### src/rtl/led_display_pkg.sv
// Constants, field layout, fonts and state types for the LED display port.
// Assumes one 250 MHz clock and an asynchronous write strobe from a host.
//
// Summary of operation
// RQ1: Write strobe rising edge captures input word.
// RQ2: Mode high loads control, low loads memory.
// RQ3: Lines 0..7 form digit word, top is point.
// RQ4: Line 4 low shuts scan and blanks display.
// RQ5: Line 5 high drives segments raw, undecoded.
// RQ6: Line 6 high hex font, low Code B.
// RQ7: Line 7 high announces sequential data writes.
// RQ8: Lines 0..2 address digit when line 7 low.
// RQ9: Line 3 picks bank A/B in decode modes.
// RQ10: Line 4 high runs scan and display normally.
// RQ11: Scan refreshes each digit at about 390 Hz.
// RQ12: At least 2 us blank between digit drives.
// RQ13: Following eight memory writes fill digits in order.
// RQ14: Single-digit write updates only addressed digit.
package led_display_pkg;

  localparam int          DIGITS        = 8;
  localparam int          IDX_W         = 3;
  localparam int          WORD_W        = 8;
  localparam int          SEG_W         = 7;
  localparam int          BANKS         = 2;

  localparam int          CLK_PERIOD_NS = 4;
  localparam int          CLK_HZ        = 250_000_000;
  localparam int          SCAN_RATE_HZ  = 390;
  localparam int          BLANK_TIME_NS = 2000;
  localparam int          SLOT_CYCLES   = CLK_HZ / (SCAN_RATE_HZ * DIGITS);
  localparam int          BLANK_CYCLES  =
    (BLANK_TIME_NS + CLK_PERIOD_NS - 1) / CLK_PERIOD_NS;

  // Control word fields
  localparam int          ADDR_LSB      = 0;
  localparam int          BANK_BIT      = 3;
  localparam int          POWER_BIT     = 4;
  localparam int          RAW_BIT       = 5;
  localparam int          FONT_BIT      = 6;
  localparam int          FOLLOW_BIT    = 7;
  localparam int          POINT_BIT     = 7;
  localparam int          NIB_W         = 4;

  // Shut down until the host writes its first control word
  localparam logic [7:0]  CTRL_RESET    = 8'h00;
  localparam logic        BANK_A_IDX    = 1'b0;
  localparam logic        BANK_B_IDX    = 1'b1;
  localparam logic [2:0]  LAST_DIGIT    = 3'h7;

  // Synchroniser vector layout: {write, mode, data}
  localparam int          SYNC_W        = WORD_W + 2;
  localparam int          SYNC_MODE     = WORD_W;
  localparam int          SYNC_WRITE    = WORD_W + 1;

  typedef enum logic [1:0] {FILL_IDLE, FILL_SEQ, FILL_SINGLE} fill_t;

  // Segment order {g,f,e,d,c,b,a}
  function automatic logic [SEG_W-1:0] font(input logic [NIB_W-1:0] nib,
                                            input logic hex);
    logic [SEG_W-1:0] s;
    s = 7'h00;
    unique case (nib)
      4'h0: s = 7'h3F;
      4'h1: s = 7'h06;
      4'h2: s = 7'h5B;
      4'h3: s = 7'h4F;
      4'h4: s = 7'h66;
      4'h5: s = 7'h6D;
      4'h6: s = 7'h7D;
      4'h7: s = 7'h07;
      4'h8: s = 7'h7F;
      4'h9: s = 7'h6F;
      4'hA: s = hex ? 7'h77 : 7'h40;
      4'hB: s = hex ? 7'h7C : 7'h79;
      4'hC: s = hex ? 7'h39 : 7'h76;
      4'hD: s = hex ? 7'h5E : 7'h38;
      4'hE: s = hex ? 7'h79 : 7'h73;
      4'hF: s = hex ? 7'h71 : 7'h00;
    endcase
    return s;
  endfunction

endpackage

### src/rtl/scan_if.sv
// Carrier between the port logic and the digit scanner.
// Assumes both ends share one clock.
`timescale 1ns/1ns
interface scan_if;
  logic       run;
  logic [2:0] digit_idx;
  logic       digit_on;

  modport ctl  (output run, input digit_idx, input digit_on);
  modport scan (input run, output digit_idx, output digit_on);
endinterface

### src/rtl/digit_scanner.sv
// Digit multiplex timer: slot per digit with a blank lead-in.
// Assumes run comes from a register on the same clock.
`timescale 1ns/1ns
module digit_scanner
  import led_display_pkg::*;
#(
  parameter int SLOT   = SLOT_CYCLES,
  parameter int BLANK  = BLANK_CYCLES
) (
  input  wire logic ref_clk_in,
  input  wire logic sys_rst_in,
  scan_if.scan      sc
);

  localparam int CNT_W = $clog2(SLOT);

  typedef struct packed {
    logic [CNT_W-1:0] count;
    logic [IDX_W-1:0] idx;
  } scan_state_t;

  scan_state_t st;
  scan_state_t next_st;

  always_comb begin
    next_st = st;
    if (!sc.run) begin
      // Oscillator stopped: park on the first digit
      next_st.count = '0;
      next_st.idx   = '0;
    end else if (st.count == CNT_W'(SLOT - 1)) begin
      next_st.count = '0;
      next_st.idx   = st.idx + 1'b1; // see RQ11
    end else begin
      next_st.count = st.count + 1'b1;
    end
  end

  always_ff @(posedge ref_clk_in or posedge sys_rst_in) begin
    if (sys_rst_in) begin
      st <= '0;
    end else begin
      st <= next_st;
    end
  end

  assign sc.digit_idx = st.idx;
  // Every slot opens dark, so no two digits ever overlap
  assign sc.digit_on  = sc.run && (st.count >= CNT_W'(BLANK)); // see RQ12

endmodule

### src/rtl/led_display_write_port.sv
// Write port, display memory, control word and drive outputs.
// Assumes host pins are asynchronous and held per the write timing.
`timescale 1ns/1ns
module led_display_write_port
  import led_display_pkg::*;
#(
  parameter int SLOT   = SLOT_CYCLES,
  parameter int BLANK  = BLANK_CYCLES
) (
  input  wire logic              ref_clk_in,
  input  wire logic              sys_rst_in,
  input  wire logic              write_strobe_in,
  input  wire logic              mode_sel_in,
  input  wire logic              in_line_0_in,
  input  wire logic              in_line_1_in,
  input  wire logic              in_line_2_in,
  input  wire logic              in_line_3_bank_sel_in,
  input  wire logic              in_line_4_power_sel_in,
  input  wire logic              in_line_5_raw_sel_in,
  input  wire logic              in_line_6_font_sel_in,
  input  wire logic              in_line_7_follow_flag_in,
  output logic       [SEG_W-1:0] segment_drive_out,
  output logic                   point_drive_out,
  output logic      [DIGITS-1:0] digit_drive_out,
  output logic       [WORD_W-1:0] display_control_word_out
);

  ////////////////////////////////////////////////////////////////////////
  // State

  typedef struct packed {
    logic [SYNC_W-1:0]                        sync1;
    logic [SYNC_W-1:0]                        sync2;
    logic [SYNC_W-1:0]                        prev;
    logic [WORD_W-1:0]                        ctrl;
    logic [BANKS-1:0][DIGITS-1:0][WORD_W-1:0] ram;
    logic [IDX_W-1:0]                         ptr;
    fill_t                                    fill;
    logic [SEG_W-1:0]                         seg;
    logic                                     point;
    logic [DIGITS-1:0]                        digit;
  } port_state_t;

  port_state_t st;
  port_state_t next_st;
  scan_if      sc ();

  logic [WORD_W-1:0] pins;
  logic [WORD_W-1:0] word;
  logic [WORD_W-1:0] shown;
  logic              write_edge;
  logic              to_ctrl;
  logic              ram_bank;
  logic              powered;

  logic [SYNC_W-1:0] raw_in;
  logic              raw_mode;
  logic              hex_font;
  logic              bank_a;
  logic              seq_request;
  logic [IDX_W-1:0]  digit_addr;
  logic              mem_write;
  logic              fill_wrap;
  logic              drive_on;
  logic [DIGITS-1:0] digit_we;
  logic [DIGITS-1:0] digit_sel;
  logic [WORD_W-1:0] bank_words [DIGITS];

  assign pins = {in_line_7_follow_flag_in, in_line_6_font_sel_in,
                 in_line_5_raw_sel_in, in_line_4_power_sel_in,
                 in_line_3_bank_sel_in, in_line_2_in, in_line_1_in,
                 in_line_0_in};

  ////////////////////////////////////////////////////////////////////////
  // Synchroniser

  // Strobe, mode and data share one chain so they stay in step
  assign raw_in = {write_strobe_in, mode_sel_in, pins};

  ////////////////////////////////////////////////////////////////////////
  // Capture

  // Word and mode are taken from the sample one clock before the strobe
  // was first seen high, since the host may drop them right at the edge.
  assign write_edge = st.sync2[SYNC_WRITE] && !st.prev[SYNC_WRITE]; // see RQ1
  assign word       = st.prev[WORD_W-1:0];
  assign to_ctrl    = st.prev[SYNC_MODE]; // see RQ2
  assign powered    = st.ctrl[POWER_BIT]; // see RQ4
  // Bank choice only applies while decoding
  assign ram_bank   = raw_mode ? BANK_A_IDX :
                      (bank_a ? BANK_A_IDX : BANK_B_IDX); // see RQ9
  assign sc.run     = powered; // see RQ10

  ////////////////////////////////////////////////////////////////////////
  // Control fields

  // Fields in force come from the stored word; request fields from the
  // word being written, so a new control word acts as soon as it lands.
  assign raw_mode    = st.ctrl[RAW_BIT]; // see RQ5
  assign hex_font    = st.ctrl[FONT_BIT]; // see RQ6
  assign bank_a      = st.ctrl[BANK_BIT]; // see RQ9
  assign seq_request = word[FOLLOW_BIT]; // see RQ7
  assign digit_addr  = word[ADDR_LSB +: IDX_W]; // see RQ8
  assign drive_on    = sc.digit_on && powered; // see RQ4

  ////////////////////////////////////////////////////////////////////////
  // Write enables and display words

  // Memory writes outside an announced fill are dropped here, so a
  // stray strobe can never disturb a digit the host did not address.
  assign mem_write = write_edge && !to_ctrl &&
                     ((st.fill == FILL_SEQ) || (st.fill == FILL_SINGLE));
  // Pointer wraps to digit 0 after the last digit
  assign fill_wrap = (st.ptr == LAST_DIGIT); // see RQ13

  // Only the digit under the fill pointer may change on a write
  for (genvar d = 0; d < DIGITS; d++) begin : g_digit
    assign digit_we[d]   = mem_write && (st.ptr == IDX_W'(d)); // see RQ14
    assign digit_sel[d]  = sc.digit_idx == IDX_W'(d); // see RQ11
    assign bank_words[d] = st.ram[ram_bank][d];
  end

  // Shown word follows the scanner's digit in the bank in force
  assign shown = bank_words[sc.digit_idx];

  ////////////////////////////////////////////////////////////////////////
  // Scanner

  // Scan timing sits in its own module so its counter width follows SLOT
  digit_scanner #(
    .SLOT  (SLOT),
    .BLANK (BLANK)
  ) scanner (
    .ref_clk_in (ref_clk_in),
    .sys_rst_in (sys_rst_in),
    .sc         (sc)
  );

  ////////////////////////////////////////////////////////////////////////
  // Next state

  always_comb begin
    next_st       = st;
    // Each pin sample moves one stage along the chain every clock
    next_st.sync1 = raw_in;
    next_st.sync2 = st.sync1;
    next_st.prev  = st.sync2;

    if (write_edge) begin
      if (to_ctrl) begin
        next_st.ctrl = word; // see RQ1
        if (seq_request) begin
          next_st.fill = FILL_SEQ; // see RQ7
          next_st.ptr  = '0; // see RQ13
        end else begin
          next_st.fill = FILL_SINGLE;
          next_st.ptr  = digit_addr; // see RQ8
        end
      end else begin
        unique case (st.fill)
          FILL_SEQ: begin
            next_st.ptr = st.ptr + 1'b1; // see RQ13
            if (fill_wrap) begin
              next_st.fill = FILL_IDLE;
            end
          end
          FILL_SINGLE: begin
            next_st.fill = FILL_IDLE;
          end
          FILL_IDLE: begin
            // Unannounced memory writes are dropped
            next_st.fill = FILL_IDLE;
          end
          default: begin
            next_st.fill = FILL_IDLE;
          end
        endcase
      end
    end

    // Writes land in the bank in force, the same one that is shown
    for (int d = 0; d < DIGITS; d++) begin
      if (digit_we[d]) begin
        next_st.ram[ram_bank][d] = word; // see RQ3 RQ13
      end
    end

    ////////////////////////////////////////////////////////////////////////
    // Drive

    next_st.seg   = '0;
    next_st.point = 1'b0;
    next_st.digit = '0;
    if (drive_on) begin // see RQ4
      if (raw_mode) begin
        next_st.seg = shown[SEG_W-1:0]; // see RQ5
      end else begin
        next_st.seg = font(shown[NIB_W-1:0], hex_font); // see RQ6
      end
      next_st.point = shown[POINT_BIT]; // see RQ3
      next_st.digit = digit_sel; // see RQ11
    end
  end

  always_ff @(posedge ref_clk_in or posedge sys_rst_in) begin
    if (sys_rst_in) begin
      st       <= '0;
      st.ctrl  <= CTRL_RESET;
      st.fill  <= FILL_IDLE;
    end else begin
      st <= next_st;
    end
  end

  ////////////////////////////////////////////////////////////////////////
  // Outputs

  // Registered drives keep the pads free of decode glitches
  assign segment_drive_out        = st.seg;
  assign point_drive_out          = st.point;
  assign digit_drive_out          = st.digit;
  assign display_control_word_out = st.ctrl;

endmodule

### config.mk
export PLATFORM = sky130hd
export DESIGN_NAME = led_display_write_port
export DESIGN_NICKNAME = d
export VERILOG_FILES = /design/src/rtl/led_display_pkg.sv /design/src/rtl/scan_if.sv /design/src/rtl/digit_scanner.sv /design/src/rtl/led_display_write_port.sv
export SDC_FILE = /design/constraint.sdc
export NUM_CORES = 1
export LEC_CHECK = 0
export ABC_CLOCK_PERIOD_IN_PS = 4230
export CAP_MARGIN = 25
export CORE_AREA = 2 2 152 154
export DETAILED_ROUTE_END_ITERATION = 10
export DIE_AREA = 0 0 154 156
export DONT_BUFFER_PORTS = 1
export SETUP_SLACK_MARGIN = 0.3
export SYNTH_ARGS = -nofsm -noshare
export SYNTH_HDL_FRONTEND = slang
export SYNTH_HIERARCHICAL = 1
export SYNTH_SLANG_ARGS = --single-unit
### constraint.sdc
create_clock -name ref_clk_in -period 4.23 [get_ports ref_clk_in]
set_input_delay 0.2115 -clock ref_clk_in [delete_from_list [all_inputs] [get_ports ref_clk_in]]
set_output_delay 0.2115 -clock ref_clk_in [all_outputs]
set_load 0.03 [all_outputs]
==> impl_metrics.json <==
{
  "r2r-start": "display_control_word_out[5]$_DFFE_PP0P_",
  "place_inst": 917,
  "hold_viol_final": 0,
  "setup_viol": 0,
  "netlist_area_mm2": 0.00842,
  "cap_violations": 0,
  "cts-root-buf": "clkbuf_16",
  "grt_pass1_vias": 5419,
  "yosys.cell_count.top_type": "dfrtp_1",
  "core_mm2": 0.0224,
  "synth_fp_nets": 716,
  "start_kind": "register",
  "crit_fanout": 17,
  "cts_buffer_depth": 2,
  "die_w_um": 154,
  "yosysSeqAreaShare_pct": 54.4,
  "fin_cells": 960,
  "grt.overflow.total": 0,
  "fin_util_pct": 40.8,
  "drc": 0,
  "vias": 5387,
  "p_leak_nw": 4.01,
  "antenna_found_initial": 0,
  "r2r-end": "segment_drive_out[6]$_DFF_PP0_",
  "cp-end-kind": "register",
  "tns_ns": 0,
  "async_flop_share_pct": 100,
  "worstHoldPathCells": 1,
  "drt_iter0_markers": 393,
  "yosysTopAreaCell": "dfrtp_1",
  "whs_endpoint": "next_st[170]$_DFF_PP0_",
  "slew_violations": 0,
  "routed_wl_mm": 19.0,
  "via_per_inst": 5.61,
  "synth_top_cell_area_share_pct": 54.4,
  "required_ns": 4.52,
  "dieArea_mm2": 0.0240,
  "ys_top_cells_by_area": "dfrtp_1, mux2_2, mux4_2",
  "dpl-instance-area_mm2": 0.00843,
  "syn_inst": 694,
  "peakVddDrop_uv": 254,
  "rsz0062_at_grt": "false",
  "yosysWarnings": 6,
  "crit_type": "register to register",
  "grt_pass1_wl_mm": 30.6,
  "nNetsFinal": 684,
  "min_period_ns": 3.27,
  "clock.fmax_mhz": 306,
  "ys.flop_type": "dfrtp_1",
  "min_path_type": "input pin to register",
  "ctsResizeCount": 0,
  "skew_ns": 0.00689,
  "track_usage_pct": 16.6,
  "antenna_cells": 0,
  "power.density_mw_per_mm2": 488,
  "cts_sinks": 183,
  "synth_edf_count": 0,
  "design_area_mm2": 0.00913,
  "finalCritPeriodShare_pct": 77.2,
  "drive_gt1_share_pct": 23.7,
  "ys_ff_latch": 183,
  "holdWs_ns": 0.333,
  "num_io_pins": 36,
  "routedWlPerCell_um": 19.8,
  "numPortBuffers": 0,
  "row_count": 55,
  "start_util_pct": 37.7,
  "dpl.hpwl_mm": 12.5,
  "tightest_slew_ns": 0.940,
  "ant_nets": 0,
  "status": "completed",
  "clk_latency_ns": 0.43,
  "max_slew_margin_pct": 37.3,
  "h-tree-depth": 4,
  "cts_tree": "done",
  "synth_common_cells": "dfrtp_1, mux2_2, nand2_1",
  "clkSlewWorstSetupHoldPaths_ns": 0.07,
  "numCtsBuffers": 17,
  "synth.distinct_cells": 62,
  "r2r_slack_ns": 0.96,
  "syn2layout_area_growth_pct": 8.41,
  "syn_avg_cell_area_um2": 12.1,
  "worstHoldStart": "in_line_3_bank_sel_in",
  "die_h_um": 156,
  "firstDrtPassIters": 5,
  "r2r_cells": 7,
  "arrival_ns": 3.56,
  "grt_max_degree": 164,
  "place.gp.congestion": 0.863
}
cell usage in the layout, fill, tap and decap left out, drive strengths merged, types with 3 or more instances in the layout:
master       instances
dfrtp              183
mux2                95
nand2               46
nor2                38
o21ai               35
nand3               21
clkbuf              19
inv                 17
a211oi              15
xnor2               14
nand4               13
mux4                13
nor3                13
o21a                12
dlygate4sd3         11
ha                  10
a21oi                9
nor4                 9
buf                  8
a31oi                6
nor2b                5
nor3b                5
clkinvlp             5
a221oi               5
o22ai                5
clkinv               5
or2                  5
mux2i                4
nand2b               4
and3                 4
o41ai                4
o41a                 3
or3b                 3
and2                 3
or4                  3
cells by family after synthesis:
group	Yosys count	share of synthesized area (%)
xor gates and xnor gates	15	1.56
AOI/OAI and AO/OA	114	9.82
DFF	183	54.4
muxes	112	16.6
adders and majority gates	10	1.49
buffers and inverters	86	5.76
and+or+nand+nor	174	10.4
cell type report:
cell class / count / area [um2]
clock inverters: 13 / 148
fillers: 2037 / 13200
flip-flops and latches: 183 / 4580
well taps: 285 / 357
multi-input cells: 425 / 3360
repair buffers: 19 / 183
inverters: 16 / 63.8
clock buffers: 19 / 443
state kept, by name (all words and copies together) (netlist names):
| register | cells |
|---|---|
| digit_addr | 3 |
| digit_drive_out | 8 |
| display_control_word_out | 8 |
| next_st | 20 |
| point_drive_out | 1 |
| scanner/sc.digit_idx | 3 |
| scanner/st | 17 |
| segment_drive_out | 7 |
| seq_request | 1 |
| st | 115 |
layer usage:
metal  part of all wire [%]  vias up  global-route usage, %
li1                       -     2416                      -
met1                     46     2779                   22.6
met2                     47      167                   26.5
met3                    5.4       25                   3.61
met4                    1.9        0                   5.61
met5                      0        -                      0
report_power, final:
part	total (mW)	leakage, nW	internal (mW)	switching, mW
clock network	1.57	0.276	0.892	0.680
logic	0.736	1.29	0.326	0.409
registers	2.15	2.44	1.96	0.184
total	4.45	4.01	3.18	1.27
metrics by stage:
stage / power [mW] / setup WS, ns
final: 4.45 / 0.963
after global routing: 4.68 / 0.644
after CTS: 4.49 / 1.05
after detailed placement: 2.90 / 1.06
after global placement: 2.86 / 1.24
after floorplan: 2.77 / 1.72
how the worst max path moves through the flow:
stage | from | end | slack (ns)
finish | display_control_word_out[5]$_DFFE_PP0P_ | segment_drive_out[6]$_DFF_PP0_ | 0.96
global route | display_control_word_out[5]$_DFFE_PP0P_ | segment_drive_out[6]$_DFF_PP0_ | 0.64
detailed placement | display_control_word_out[5]$_DFFE_PP0P_ | segment_drive_out[6]$_DFF_PP0_ | 1.06
global placement | display_control_word_out[5]$_DFFE_PP0P_ | segment_drive_out[4]$_DFF_PP0_ | 1.24
CTS | display_control_word_out[5]$_DFFE_PP0P_ | segment_drive_out[6]$_DFF_PP0_ | 1.05
floorplan | display_control_word_out[3]$_DFFE_PP0P_ | segment_drive_out[0]$_DFF_PP0_ | 1.72
timing repair:
action,CTS,global route
hold endpoints to repair,173,0
hold buffers,11,0
setup buffers,0,0
endpoints found under the setup margin,0,0
worst max-delay path, stage by stage, from the launching register on:
cell and delay, ns:
dfrtp_1 0.49, or2_1 0.64, a211oi_1 0.17, o41a_1 0.49
nor2_1 0.54, nand2_1 0.24, o41ai_1 0.47, a31oi_1 0.09
Note: power is estimated with default switching activity, not from simulation.
